`config.mk`:
```
export PLATFORM = sky130hd
export DESIGN_NAME = dscg_top
export DESIGN_NICKNAME = d
export VERILOG_FILES = /design/src/pkg/dscg_pkg.sv /design/src/rtl/dscg_top.sv /design/src/rtl/dscg_gate_select.sv
export VERILOG_INCLUDE_DIRS = /design/src /design/src/pkg
export SDC_FILE = /design/constraint.sdc
export NUM_CORES = 1
export LEC_CHECK = 0
export BUFFER_PORTS_ARGS = -buffer_cell sky130_fd_sc_hd__buf_2
export CORE_ASPECT_RATIO = 1.4
export CORE_MARGIN = 5
export CORE_UTILIZATION = 40
export CTS_BUF_LIST = sky130_fd_sc_hd__clkbuf_16
export CTS_CLUSTER_DIAMETER = 40
export DETAILED_ROUTE_END_ITERATION = 16
export PLACE_DENSITY = 0.77
export SETUP_SLACK_MARGIN = 0.4
export SKIP_CTS_REPAIR_TIMING = 1
export SYNTH_ARGS = -nofsm -noshare
export SYNTH_HDL_FRONTEND = slang
export SYNTH_SLANG_ARGS = --single-unit
export TNS_END_PERCENT = 100
```
`constraint.sdc`:
```
create_clock -name aclk -period 9.5 [get_ports aclk]
set_input_delay 0.475 -clock aclk [delete_from_list [all_inputs] [get_ports aclk]]
set_output_delay 0.475 -clock aclk [all_outputs]
set_load 0.02 [all_outputs]
```
`src/pkg/dscg_defs.svh`:
```
// register map, field positions, reset values and widths of the deep-sleep clock gate bank
// assumes inclusion by bare name from the package and the design files
`ifndef DSCG_DEFS_SVH
`define DSCG_DEFS_SVH

// ----------------------------------------------------------------------------
// register byte offsets
// ----------------------------------------------------------------------------
`define DSCG_OFF_DEEP_GATE 12'h120
`define DSCG_OFF_STATUS 12'h124
`define DSCG_OFF_FAULT_CNT 12'h128

// ----------------------------------------------------------------------------
// gate bit positions inside the gate register
// ----------------------------------------------------------------------------
`define DSCG_BIT_CAN_UNIT0_GATE 24
`define DSCG_BIT_ADC0 16
`define DSCG_BIT_HIB 6
`define DSCG_BIT_WDOG 3

// ----------------------------------------------------------------------------
// reset values and masks
// ----------------------------------------------------------------------------
`define DSCG_DEEP_RESET 32'h00000040
`define DSCG_DEEP_WMASK 32'h01010048
`define DSCG_ZERO32 32'h00000000
`define DSCG_FCNT_W 16
`define DSCG_FCNT_ZERO 16'h0000

// ----------------------------------------------------------------------------
// unit indices in the unit vectors
// ----------------------------------------------------------------------------
`define DSCG_UNITS 4
`define DSCG_U_WDOG 0
`define DSCG_U_HIB 1
`define DSCG_U_ADC0 2
`define DSCG_U_CAN_UNIT0_GATE 3

// ----------------------------------------------------------------------------
// axi responses
// ----------------------------------------------------------------------------
`define DSCG_RESP_OKAY 2'h0
`define DSCG_RESP_SLVERR 2'h2

`endif

```
`src/pkg/dscg_pkg.sv`:
```
// types shared by the deep-sleep clock gate bank
// assumes dscg_defs.svh is on the include path
package dscg_pkg;
   `include "dscg_defs.svh"

   // system power mode supplied by the power controller
   typedef enum logic [1:0] {
      DSCG_PM_RUN = 2'h0,
      DSCG_PM_SLEEP = 2'h1,
      DSCG_PM_DEEP = 2'h2
   } dscg_pmode_t;

   // write channel handler states
   typedef enum logic [1:0] {
      DSCG_WR_IDLE = 2'b01,
      DSCG_WR_RESP = 2'b10
   } dscg_wr_state_t;

   // read channel handler states
   typedef enum logic [1:0] {
      DSCG_RD_IDLE = 2'b01,
      DSCG_RD_RESP = 2'b10
   } dscg_rd_state_t;
endpackage

```
`src/rtl/dscg_top.sv`:
```
// deep-sleep clock gate bank: gate register, unit clock enables and bus fault screening
// assumes an axi4-lite master on aclk and run/sleep enable sets from companion logic on aclk
//
// Implementation choice: register access over AXI4-Lite.
`include "dscg_defs.svh"

module dscg_top #(
   parameter int ADDR_W = 12,
   parameter int N = `DSCG_UNITS
) (
   input wire logic aclk,
   input wire logic aresetn,
   input wire logic ce,
   input wire logic [ADDR_W-1:0] s_axi_awaddr,
   input wire logic [2:0] s_axi_awprot,
   input wire logic s_axi_awvalid,
   output logic s_axi_awready,
   input wire logic [31:0] s_axi_wdata,
   input wire logic [3:0] s_axi_wstrb,
   input wire logic s_axi_wvalid,
   output logic s_axi_wready,
   output logic [1:0] s_axi_bresp,
   output logic s_axi_bvalid,
   input wire logic s_axi_bready,
   input wire logic [ADDR_W-1:0] s_axi_araddr,
   input wire logic [2:0] s_axi_arprot,
   input wire logic s_axi_arvalid,
   output logic s_axi_arready,
   output logic [31:0] s_axi_rdata,
   output logic [1:0] s_axi_rresp,
   output logic s_axi_rvalid,
   input wire logic s_axi_rready,
   input wire dscg_pkg::dscg_pmode_t power_mode,
   input wire logic auto_clock_gate_select,
   input wire logic [N-1:0] run_gate_reg0,
   input wire logic [N-1:0] sleep_gate_reg0,
   input wire logic [N-1:0] unit_access_valid,
   output logic [N-1:0] unit_clk_en,
   output logic [N-1:0] unit_access_fault,
   output logic [N-1:0] unit_access_ok
);
   import dscg_pkg::*;

   // ----------------------------------------------------------------------------
   // field mapping between unit vectors and register bit positions
   // ----------------------------------------------------------------------------
   function automatic logic [31:0] units_to_reg(input logic [N-1:0] u);
      logic [31:0] r;
      r = `DSCG_ZERO32;
      r[`DSCG_BIT_WDOG] = u[`DSCG_U_WDOG];
      r[`DSCG_BIT_HIB] = u[`DSCG_U_HIB];
      r[`DSCG_BIT_ADC0] = u[`DSCG_U_ADC0];
      r[`DSCG_BIT_CAN_UNIT0_GATE] = u[`DSCG_U_CAN_UNIT0_GATE];
      return r;
   endfunction

   function automatic logic [N-1:0] reg_to_units(input logic [31:0] r);
      logic [N-1:0] u;
      u = '0;
      u[`DSCG_U_WDOG] = r[`DSCG_BIT_WDOG];
      u[`DSCG_U_HIB] = r[`DSCG_BIT_HIB];
      u[`DSCG_U_ADC0] = r[`DSCG_BIT_ADC0];
      u[`DSCG_U_CAN_UNIT0_GATE] = r[`DSCG_BIT_CAN_UNIT0_GATE];
      return u;
   endfunction

   function automatic logic [`DSCG_FCNT_W-1:0] count_ones(input logic [N-1:0] v);
      logic [`DSCG_FCNT_W-1:0] c;
      c = `DSCG_FCNT_ZERO;
      for (int k = 0; k < N; k++) begin
         c = c + {{(`DSCG_FCNT_W-1){1'b0}}, v[k]};
      end
      return c;
   endfunction

   // one-hot register hit for a byte address: {fault count, status, gate}
   function automatic logic [2:0] reg_hit(input logic [ADDR_W-1:0] a);
      logic [ADDR_W-1:0] w;
      w = {a[ADDR_W-1:2], 2'b00};
      return {w == ADDR_W'(`DSCG_OFF_FAULT_CNT), w == ADDR_W'(`DSCG_OFF_STATUS),
              w == ADDR_W'(`DSCG_OFF_DEEP_GATE)};
   endfunction

   // ----------------------------------------------------------------------------
   // state
   // ----------------------------------------------------------------------------
   logic [N-1:0] deep_gate_q;
   logic [N-1:0] deep_gate_d;
   logic [N-1:0] unit_clk_en_q;
   logic [N-1:0] unit_access_fault_q;
   logic [N-1:0] unit_access_ok_q;
   logic [`DSCG_FCNT_W-1:0] fault_cnt_q;
   logic [`DSCG_FCNT_W-1:0] fault_cnt_d;

   dscg_wr_state_t wr_state_q;
   dscg_wr_state_t wr_state_d;
   logic have_aw_q;
   logic have_w_q;
   logic [ADDR_W-1:0] awaddr_q;
   logic [31:0] wdata_q;
   logic [3:0] wstrb_q;
   logic [1:0] bresp_q;

   dscg_rd_state_t rd_state_q;
   dscg_rd_state_t rd_state_d;
   logic [31:0] rdata_q;
   logic [1:0] rresp_q;

   // ----------------------------------------------------------------------------
   // enable selection across the three sets
   // ----------------------------------------------------------------------------
   wire [N-1:0] sel_unit_en;

   dscg_gate_select #(
      .N(N)
   ) u_gate_select (
      .power_mode(power_mode),
      .auto_clock_gate_select(auto_clock_gate_select),
      .run_en(run_gate_reg0),
      .sleep_en(sleep_gate_reg0),
      .deep_en(deep_gate_q),
      .unit_en(sel_unit_en)
   );

   // ----------------------------------------------------------------------------
   // write channel decode
   // ----------------------------------------------------------------------------
   wire aw_take = s_axi_awvalid && s_axi_awready;
   wire w_take = s_axi_wvalid && s_axi_wready;
   wire aw_ready_now = have_aw_q || aw_take;
   wire w_ready_now = have_w_q || w_take;
   wire [ADDR_W-1:0] wr_addr = have_aw_q ? awaddr_q : s_axi_awaddr;
   wire [31:0] wr_data = have_w_q ? wdata_q : s_axi_wdata;
   wire [3:0] wr_strb = have_w_q ? wstrb_q : s_axi_wstrb;
   wire wr_fire = (wr_state_q == DSCG_WR_IDLE) && aw_ready_now && w_ready_now;
   wire [2:0] wr_hit = reg_hit(wr_addr);
   wire wr_hit_deep = wr_hit[0];
   wire wr_hit_stat = wr_hit[1];
   wire wr_hit_fcnt = wr_hit[2];
   wire wr_mapped = wr_hit_deep || wr_hit_stat || wr_hit_fcnt;
   wire [31:0] wr_bytemask = {{8{wr_strb[3]}}, {8{wr_strb[2]}}, {8{wr_strb[1]}}, {8{wr_strb[0]}}};

   // only the implemented gate bits take written data; the rest stay zero
   wire [31:0] deep_cur = units_to_reg(deep_gate_q);
   wire [31:0] deep_mask = wr_bytemask & `DSCG_DEEP_WMASK;
   wire [31:0] deep_new = (deep_cur & ~deep_mask) | (wr_data & deep_mask);
   wire deep_we = wr_fire && wr_hit_deep;
   wire fcnt_clr = wr_fire && wr_hit_fcnt && (wr_strb != 4'h0);

   // ----------------------------------------------------------------------------
   // read channel decode
   // ----------------------------------------------------------------------------
   wire ar_take = s_axi_arvalid && s_axi_arready;
   wire [2:0] rd_hit = reg_hit(s_axi_araddr);
   wire rd_hit_deep = rd_hit[0];
   wire rd_hit_stat = rd_hit[1];
   wire rd_hit_fcnt = rd_hit[2];
   wire rd_mapped = rd_hit_deep || rd_hit_stat || rd_hit_fcnt;
   wire [31:0] fcnt_word = {{(32-`DSCG_FCNT_W){1'b0}}, fault_cnt_q};
   // reserved bits read as zero through the field map
   wire [31:0] rd_value = rd_hit_deep ? deep_cur :
                          rd_hit_stat ? units_to_reg(unit_clk_en_q) :
                          rd_hit_fcnt ? fcnt_word : `DSCG_ZERO32;

   // ----------------------------------------------------------------------------
   // unit access screening
   // ----------------------------------------------------------------------------
   // a unit is screened against the enable it currently receives
   wire [N-1:0] access_fault_now = unit_access_valid & ~unit_clk_en_q;
   wire [N-1:0] access_ok_now = unit_access_valid & unit_clk_en_q;
   wire [`DSCG_FCNT_W-1:0] fault_inc = count_ones(access_fault_now);

   // ----------------------------------------------------------------------------
   // next-state logic
   // ----------------------------------------------------------------------------
   assign deep_gate_d = deep_we ? reg_to_units(deep_new) : deep_gate_q;

   // a fault in the clearing cycle still counts
   assign fault_cnt_d = (fcnt_clr ? `DSCG_FCNT_ZERO : fault_cnt_q) + fault_inc;

   always_comb begin
      wr_state_d = wr_state_q;
      unique case (wr_state_q)
         DSCG_WR_IDLE: begin
            if (wr_fire) begin
               wr_state_d = DSCG_WR_RESP;
            end
         end
         DSCG_WR_RESP: begin
            if (s_axi_bready) begin
               wr_state_d = DSCG_WR_IDLE;
            end
         end
         // codes that are not one-hot fall back to idle
         default: begin
            wr_state_d = DSCG_WR_IDLE;
         end
      endcase
   end

   always_comb begin
      rd_state_d = rd_state_q;
      unique case (rd_state_q)
         DSCG_RD_IDLE: begin
            if (ar_take) begin
               rd_state_d = DSCG_RD_RESP;
            end
         end
         DSCG_RD_RESP: begin
            if (s_axi_rready) begin
               rd_state_d = DSCG_RD_IDLE;
            end
         end
         default: begin
            rd_state_d = DSCG_RD_IDLE;
         end
      endcase
   end

   // ----------------------------------------------------------------------------
   // gate register and unit outputs
   // ----------------------------------------------------------------------------
   always_ff @(posedge aclk) begin
      if (!aresetn) begin
         deep_gate_q <= reg_to_units(`DSCG_DEEP_RESET);
         unit_clk_en_q <= '0;
         unit_access_fault_q <= '0;
         unit_access_ok_q <= '0;
         fault_cnt_q <= `DSCG_FCNT_ZERO;
      end else if (ce) begin
         deep_gate_q <= deep_gate_d;
         unit_clk_en_q <= sel_unit_en;
         unit_access_fault_q <= access_fault_now;
         unit_access_ok_q <= access_ok_now;
         fault_cnt_q <= fault_cnt_d;
      end
   end

   // ----------------------------------------------------------------------------
   // write channel registers
   // ----------------------------------------------------------------------------
   always_ff @(posedge aclk) begin
      if (!aresetn) begin
         wr_state_q <= DSCG_WR_IDLE;
         have_aw_q <= 1'b0;
         have_w_q <= 1'b0;
         awaddr_q <= '0;
         wdata_q <= `DSCG_ZERO32;
         wstrb_q <= 4'h0;
         bresp_q <= `DSCG_RESP_OKAY;
      end else if (ce) begin
         wr_state_q <= wr_state_d;
         if (wr_fire) begin
            have_aw_q <= 1'b0;
            have_w_q <= 1'b0;
            bresp_q <= wr_mapped ? `DSCG_RESP_OKAY : `DSCG_RESP_SLVERR;
         end else begin
            if (aw_take) begin
               have_aw_q <= 1'b1;
               awaddr_q <= s_axi_awaddr;
            end
            if (w_take) begin
               have_w_q <= 1'b1;
               wdata_q <= s_axi_wdata;
               wstrb_q <= s_axi_wstrb;
            end
         end
      end
   end

   // ----------------------------------------------------------------------------
   // read channel registers
   // ----------------------------------------------------------------------------
   always_ff @(posedge aclk) begin
      if (!aresetn) begin
         rd_state_q <= DSCG_RD_IDLE;
         rdata_q <= `DSCG_ZERO32;
         rresp_q <= `DSCG_RESP_OKAY;
      end else if (ce) begin
         rd_state_q <= rd_state_d;
         if (ar_take) begin
            rdata_q <= rd_value;
            rresp_q <= rd_mapped ? `DSCG_RESP_OKAY : `DSCG_RESP_SLVERR;
         end
      end
   end

   // ----------------------------------------------------------------------------
   // ready flags, registered so every output comes from a flip-flop
   // ----------------------------------------------------------------------------
   // a master must stay idle while ce is low: a handshake seen then is not captured
   logic awready_q;
   logic wready_q;
   logic arready_q;
   logic bvalid_q;
   logic rvalid_q;

   wire wr_idle_next = (wr_state_d == DSCG_WR_IDLE);
   wire have_aw_next = !wr_fire && aw_ready_now;
   wire have_w_next = !wr_fire && w_ready_now;

   always_ff @(posedge aclk) begin
      if (!aresetn) begin
         awready_q <= 1'b0;
         wready_q <= 1'b0;
         arready_q <= 1'b0;
         bvalid_q <= 1'b0;
         rvalid_q <= 1'b0;
      end else if (ce) begin
         awready_q <= wr_idle_next && !have_aw_next;
         wready_q <= wr_idle_next && !have_w_next;
         arready_q <= (rd_state_d == DSCG_RD_IDLE);
         bvalid_q <= (wr_state_d == DSCG_WR_RESP);
         rvalid_q <= (rd_state_d == DSCG_RD_RESP);
      end
   end

   // ----------------------------------------------------------------------------
   // output assignments
   // ----------------------------------------------------------------------------
   assign s_axi_awready = awready_q;
   assign s_axi_wready = wready_q;
   assign s_axi_bvalid = bvalid_q;
   assign s_axi_bresp = bresp_q;
   assign s_axi_arready = arready_q;
   assign s_axi_rvalid = rvalid_q;
   assign s_axi_rdata = rdata_q;
   assign s_axi_rresp = rresp_q;
   assign unit_clk_en = unit_clk_en_q;
   assign unit_access_fault = unit_access_fault_q;
   assign unit_access_ok = unit_access_ok_q;
endmodule

```
`src/rtl/dscg_gate_select.sv`:
```
// per-unit selection of the enable set that applies in the current power mode
// assumes all inputs come from logic on the same clock; purely combinational
module dscg_gate_select #(
   parameter int N = 4
) (
   input wire dscg_pkg::dscg_pmode_t power_mode,
   input wire logic auto_clock_gate_select,
   input wire logic [N-1:0] run_en,
   input wire logic [N-1:0] sleep_en,
   input wire logic [N-1:0] deep_en,
   output logic [N-1:0] unit_en
);
   import dscg_pkg::*;

   wire use_sleep;
   wire use_deep;

   // low-power sets only count when automatic gating is selected
   assign use_sleep = auto_clock_gate_select && (power_mode == DSCG_PM_SLEEP);
   assign use_deep = auto_clock_gate_select && (power_mode == DSCG_PM_DEEP);

   genvar i;
   generate
      for (i = 0; i < N; i++) begin : g_unit
         // three independent sets, one chosen per unit
         assign unit_en[i] = use_deep ? deep_en[i] : (use_sleep ? sleep_en[i] : run_en[i]);
      end
   endgenerate
endmodule

```
==> flow_metrics.tcl, run 1 <==
set metrics [dict create \
    p_leak_nw 1.95 \
    worstPathMaxFanout 24 \
    cp_slowest_cell "or4_1" \
    worst_case_clock_skew_ns 0.00882 \
    tritoncts "done" \
    slew_viol_final 0 \
    antenna_found_initial 0 \
    average_vias_per_placed_instance 5.54 \
    status "complete, no violations" \
    synth.top_cells.by_area "dfxtp_1 38%, mux2i_1 7.6%, nor2_1 5.0%" \
    hold-path-cell-count 3 \
    fin_setup_tns_ns 0 \
    design.final.nets 658 \
    grt_setup_unrepaired "false" \
    mostFrequentLayoutCells "87 x buf_2, 81 x dfxtp_1, 56 x nor2_1" \
    hp-class "input pin to flop" \
    clk_path_buf_depth 2 \
    synth_area_um2 4240 \
    post-route-min-period_ns 4.22 \
    grt_max_degree 69 \
    design.core.area_um2 10300 \
    mostFrequentLayoutCell "buf_2" \
    power.ir.vdd_worst_v 0.0000901 \
    post_drt_wl_per_cell_um 15.7 \
    detailed_place_hpwl_um 7910 \
    synth_ff_type "dfxtp_1" \
    port-buffer-count 87 \
    crit_path_start_kind "flop" \
    power_per_cell_area_nw_per_um2 167 \
    postSynthAreaPerCell_um2 8.59 \
    top_level_ports 142 \
    final_layout_size_suffix_gt1_share_pct 20.7 \
    drc 0 \
    detail_route.iter0.violations 196 \
    first_pass_grt_wire_length_um 18400 \
    start_util_pct 40.9 \
    die_width_um 97.0 \
    ff2ff_path_depth 12 \
    insertedDiodeCount 0 \
    async_reset_ff_share_pct 0 \
    synth_seq_cells 81 \
    timing.critical_path.required_ns 9.71 \
    worstPathCellList "inv_1 -> nor4b_1 -> or4_1 -> o21ai_0 -> fa_1 -> inv_1 -> fa_1 -> nand2_1 -> nor4_1 -> a21oi_1 -> o221ai_1 -> o21ai_1" \
    ys_seq_area_share_pct 38.3 \
    power_total_mw 0.827 \
    worstSetupEndpointType "flop" \
    tritoncts_num_sinks 81 \
    row_count 44 \
    synth_cell_types 65 \
    critPathMaxStageDelay_ns 0.70 \
    synthesis.instances 493 \
    report.final.hold_viol_count 0 \
    drt-pass1-iter-count 4 \
    synth_enable_flop_cells 0 \
    postRouteWirelength_um 11000 \
    path_class "flop to flop" \
    area_growth_pct 17.0 \
    finalCritPeriodShare_pct 44.4 \
    fmaxAchievable_ghz 0.237 \
    numCtsBuffers 9 \
    clk_latency_ns 0.34 \
    num_vias 3888 \
    antenna_violating_nets_post_route 0 \
    cp.arrival_ns 4.43 \
    root_cell_of_the_clock_tree "clkbuf_16" \
    globalplace.congestion 0.838 \
    final_setup_vio_count 0 \
    htree_num_levels 3 \
    clkSlewWorstSetupHoldPaths_ns 0.06 \
    maxSlewHeadroom_pct 20.5 \
    design.die.area_um2 12800 \
    grt_overflow_total 0 \
    worst-slew-pin-transition_ns 1.19 \
    grt_util_all_layers_pct 17.0 \
    synthDominantAreaCellType "dfxtp_1" \
    synth_top_cell_area_share_pct 38.3 \
    dieHeight_um 132 \
    yosysWarningCount 0 \
    max_cap_violations 0 \
    grt_pass1_vias 3864 \
]
-- state kept, by name, summed over array words and instances, names as in the netlist, 2 cells and up, named ones only --
| signal | count |
|---|---|
| wr_state_q | 2 |
| unit_clk_en | 4 |
| rd_state_q | 2 |
| wdata_q | 4 |
| unit_access_ok | 4 |
| awaddr_q | 10 |
| fault_cnt_q | 16 |
| wstrb_q | 4 |
| s_axi_rdata | 18 |
| unit_access_fault | 4 |
-- power by group --
part	total (mW)	switching, mW	internal (mW)
clock	0.355	0.131	0.225
sequential	0.369	0.0167	0.352
combinational	0.103	0.0624	0.0407
-- logic make-up (layout without fill, tap and decap cells) --
logic type | after synthesis | in the layout | synth area share [%]
simple gates | 168 | 168 | 21.2
compound gates | 130 | 130 | 20.9
flops | 81 | 81 | 38.3
buf+inv | 69 | 125 | 7.98
mux | 36 | 36 | 8.63
fa+ha+maj | 8 | 8 | 2.90
other cells | 1 | 16 | 0.0885
-- final timing paths --
path / startpoint / endpoint / slack [ns]
worst max-delay path: have_w_q / fault_cnt_q[14] / 5.28
worst max register to register: have_w_q / fault_cnt_q[14] / 5.28
worst min-delay path: s_axi_wdata[24] / wdata_q[24] / 0.39
worst min register to register: unit_access_ok[3] / unit_access_ok[3] / 0.47
-- synth_stat cells, types with 3 or more instances --
library cell,instances
nor2_1,56
o2111ai_1,6
inv_1,21
mux2_2,4
nor4_1,6
o311ai_0,5
buf_2,9
and3_1,4
mux2i_1,32
o21ai_1,4
or4_1,3
a31oi_1,3
a22oi_1,17
and4_1,3
nor2b_1,11
o21ai_0,22
nor4b_1,5
a21oi_1,26
nand3_1,11
fa_1,3
nand2_1,26
or3_1,5
buf_4,16
and2_1,5
nor3_1,10
o211ai_1,17
o22ai_1,5
ha_1,5
buf_1,6
o221ai_1,4
clkbuf_1,15
dfxtp_1,81
nand2b_1,9
-- metrics by stage --
stage	instances	setup WS [ns]	hold slack [ns]	util [%]	cell area, µm²
finish	702	5.28	0.390	47.9	4960
global route	702	5.04	0.422	47.9	4960
CTS	702	5.36	0.391	47.9	4960
detailed placement	688	5.39	0.458	45.0	4660
global placement	688	5.46	0.449	45.0	4660
floorplan	508	6.20	0.451	-	4290
-- worst max-delay path, delay by kind of cell (launching register included) --
family | cells | cell delay [ns]
compound gates | 4 | 0.66
flops | 1 | 0.63
fa+ha+maj | 2 | 0.67
buf+inv | 2 | 0.24
simple gates | 4 | 1.87
-- area by class of cell --
cell class	instances	area [µm²]
fillers	1037	5390
multi-input cells	358	2330
flip-flops and latches	81	1620
repair buffers	89	450
clock buffers	9	225
well taps	138	173
inverters	22	82.6
clock inverters	5	72.6
-- metal layers --
metal	wire [µm]	vias to the layer above	track usage, %
met3	540	12	4.24
met5	0	-	0
met1	4500	1862	19.1
met4	183	0	5.70
li1	-	1909	-
met2	5810	105	31.1
(Power assumes the default switching activity.)
==> run 2: changes to the inputs <==
ABC_AREA = 1   (was default)
clock period = 4.2 ns   (was 9.5 ns; I/O delays follow)
==> run 2 against run 1 <==
Die area decreased by 1.2%. First-iteration DRC count is 28% lower. Cell area shrank 0.86%. Worst hold slack got worse by 0.25 ns. Register-to-register slack worse by 4.1 ns. Synthesized area is 1.4% lower. Maximum frequency is 40% higher. Sequential power up 120%. Wire length shrank 10%.
==> flow_metrics.tcl, run 2 <==
set metrics [dict create \
    status "complete, no violations" \
    antenna_found_initial 0 \
    grt_max_degree 58 \
    crit_top_cell "nand2_1" \
    worst-slew-pin-transition_ns 0.822 \
    num_vias 3981 \
    power.ir.vdd_worst_v 0.000230 \
    synthDominantAreaCellType "dfxtp_1" \
    synth.top_cells.by_count "120 x nand2_1, 81 x dfxtp_1, 80 x nor2_1, 72 x inv_1, 50 x a21oi_1" \
    postRouteWirelength_um 9940 \
    grt_pass1_vias 3602 \
    hp-class "input pin to flop" \
    worstPathMaxFanout 15 \
    dieHeight_um 131 \
    yosys.cell_count.top_type "nand2_1" \
    design.core.area_um2 10300 \
    synth_seq_cells 81 \
    clk_latency_ns 0.33 \
    post-route-cell-area_um2 4910 \
    synth_area_um2 4180 \
    grt_overflow_total 0 \
    postSynthAreaPerCell_um2 6.92 \
    cp.arrival_ns 3.24 \
    design.die.area_um2 12600 \
    critPathLaunch "have_w_q" \
    detail_route.iter0.violations 141 \
    slew_viol_final 0 \
    grt_util_all_layers_pct 16.3 \
    average_vias_per_placed_instance 4.83 \
    area_growth_pct 17.6 \
    synth.top_cells.by_area "dfxtp_1 39%, nand2_1 11%, nor2_1 7.2%" \
    cp_slowest_cell "dfxtp_1" \
    drt-pass1-iter-count 4 \
    tritoncts_num_sinks 81 \
    tritoncts "done" \
    report.final.hold_viol_count 0 \
    yosysWarningCount 0 \
    final_setup_vio_count 0 \
    mostFrequentLayoutCell "nand2_1" \
    final_util_pct 47.7 \
    clkSlewWorstSetupHoldPaths_ns 0.06 \
    power_per_cell_area_nw_per_um2 350 \
    crit_path_start_kind "flop" \
    worstPathCellList "inv_1 -> nand2_1 -> and2_0 -> nand2_1 -> nor2_2 -> nor2_2 -> nand2_4 -> nand2_1 -> fa_1 -> inv_1 -> fa_1 -> nand4_2 -> nor2_4 -> nand2_1 -> o21ai_0 -> nor2_1" \
    post-route-min-period_ns 3.02 \
    design.final.nets 780 \
    fin_setup_tns_ns 0 \
    place_area_um2 4660 \
    start_util_pct 40.6 \
    synth_top_cell_area_share_pct 38.8 \
    critPathMaxStageDelay_ns 0.57 \
    numCtsBuffers 9 \
    max_cap_violations 0 \
    antenna_violating_nets_post_route 0 \
    timing.critical_path.required_ns 4.42 \
    drc 0 \
    worst_case_clock_skew_ns 0.00512 \
    synthesis.instances 604 \
    insertedDiodeCount 0 \
    detailed_place_hpwl_um 7310 \
    maxSlewHeadroom_pct 45.1 \
    largest_register_ff_count 18 \
    htree_num_levels 3 \
    r2r-start "have_w_q" \
    grt_setup_unrepaired "false" \
    first_pass_grt_wire_length_um 16200 \
    die_width_um 96.4 \
    clk_path_buf_depth 2 \
    port-buffer-count 87 \
    synth_enable_flop_cells 0 \
    synth_cell_types 39 \
    async_reset_ff_share_pct 0 \
    worstSetupEndpointType "flop" \
    p_leak_nw 2.33 \
    post_drt_wl_per_cell_um 12.0 \
    path_class "flop to flop" \
    ys_seq_area_share_pct 38.8 \
    mostFrequentLayoutCells "120 x nand2_1, 87 x buf_2, 81 x dfxtp_1" \
    fmaxAchievable_ghz 0.331 \
    root_cell_of_the_clock_tree "clkbuf_16" \
    hold_start "s_axi_awaddr[5]" \
    final_layout_size_suffix_gt1_share_pct 18.5 \
    top_level_ports 142 \
    fillCellCount 1109 \
    finalCritPeriodShare_pct 71.8 \
    row_count 44 \
    globalplace.congestion 0.804 \
    synth_ff_type "dfxtp_1" \
]
[run 2: cell count changes after synthesis, moves of 24 or more]
cell,change
a21oi_1,+24
inv_1,+51
mux2i_1,-31
nand2_1,+94
nand3_1,+37
nor2_1,+24
o21ai_0,+24
[run 2: logic make-up (layout without fill, tap and decap cells)]
| kind of cell | after synthesis | after routing | share of synthesized area, % |
|---|---|---|---|
| flip-flops | 81 | 81 | 38.8 |
| AND/OR/NAND/NOR | 277 | 277 | 29.4 |
| adder cells (fa/ha/maj) | 8 | 8 | 2.94 |
| multiplexers | 1 | 1 | 0.240 |
| buffers and inverters | 113 | 181 | 12.0 |
| AO/OA/AOI/OAI | 123 | 123 | 16.5 |
| other | 1 | 16 | 0.0898 |
[run 2: routing by layer]
metal  up-vias  share of wire [%]  global-route usage (%)
li1       2100                  -                       -
met1      1770                 43                    19.8
met2        97                 50                    27.5
met3        14                4.9                    3.32
met4         0                1.9                    7.43
met5         -                  0                       0
[run 2: worst paths after layout]
path         slack [ns]              end  cells after the start
min                0.14      awaddr_q[5]                      3
min reg2reg        0.45       wstrb_q[0]                      2
max                1.18  fault_cnt_q[10]                     16
max reg2reg        1.18  fault_cnt_q[10]                     16
[run 2: cell type report]
cell class	instances	area (µm²)	area share, %
flip-flops and latches	81	1620	33.0
multi-input cells	425	2120	43.1
clock inverters	6	27.5	0.560
well taps	138	173	3.51
inverters	74	278	5.65
clock buffers	9	225	4.58
repair buffers	92	473	9.62
[run 2: per-stage QoR]
| step | hold slack [ns] | setup WS [ns] | instances | power, mW |
|---|---|---|---|---|
| after floorplan | 0.370 | 1.71 | 619 | 0.991 |
| after global placement | 0.440 | 1.21 | 810 | 1.05 |
| after detailed placement | 0.445 | 1.19 | 810 | 1.05 |
| after CTS | 0.133 | 1.13 | 825 | 1.73 |
| after global routing | 0.145 | 0.857 | 825 | 1.81 |
| final | 0.142 | 1.18 | 825 | 1.72 |
[run 2: worst max-delay path: cells and delay by family (launching register included)]
family	cells	cell delay, ns
AOI/OAI and AO/OA	1	0.17
DFF	1	0.57
buffers and inverters	2	0.33
and+or+nand+nor	11	1.25
adders and majority gates	2	0.58
[run 2: power by group]
group / switching (mW) / internal [mW]
clock network: 0.299 / 0.387
registers: 0.0199 / 0.796
logic: 0.144 / 0.0749
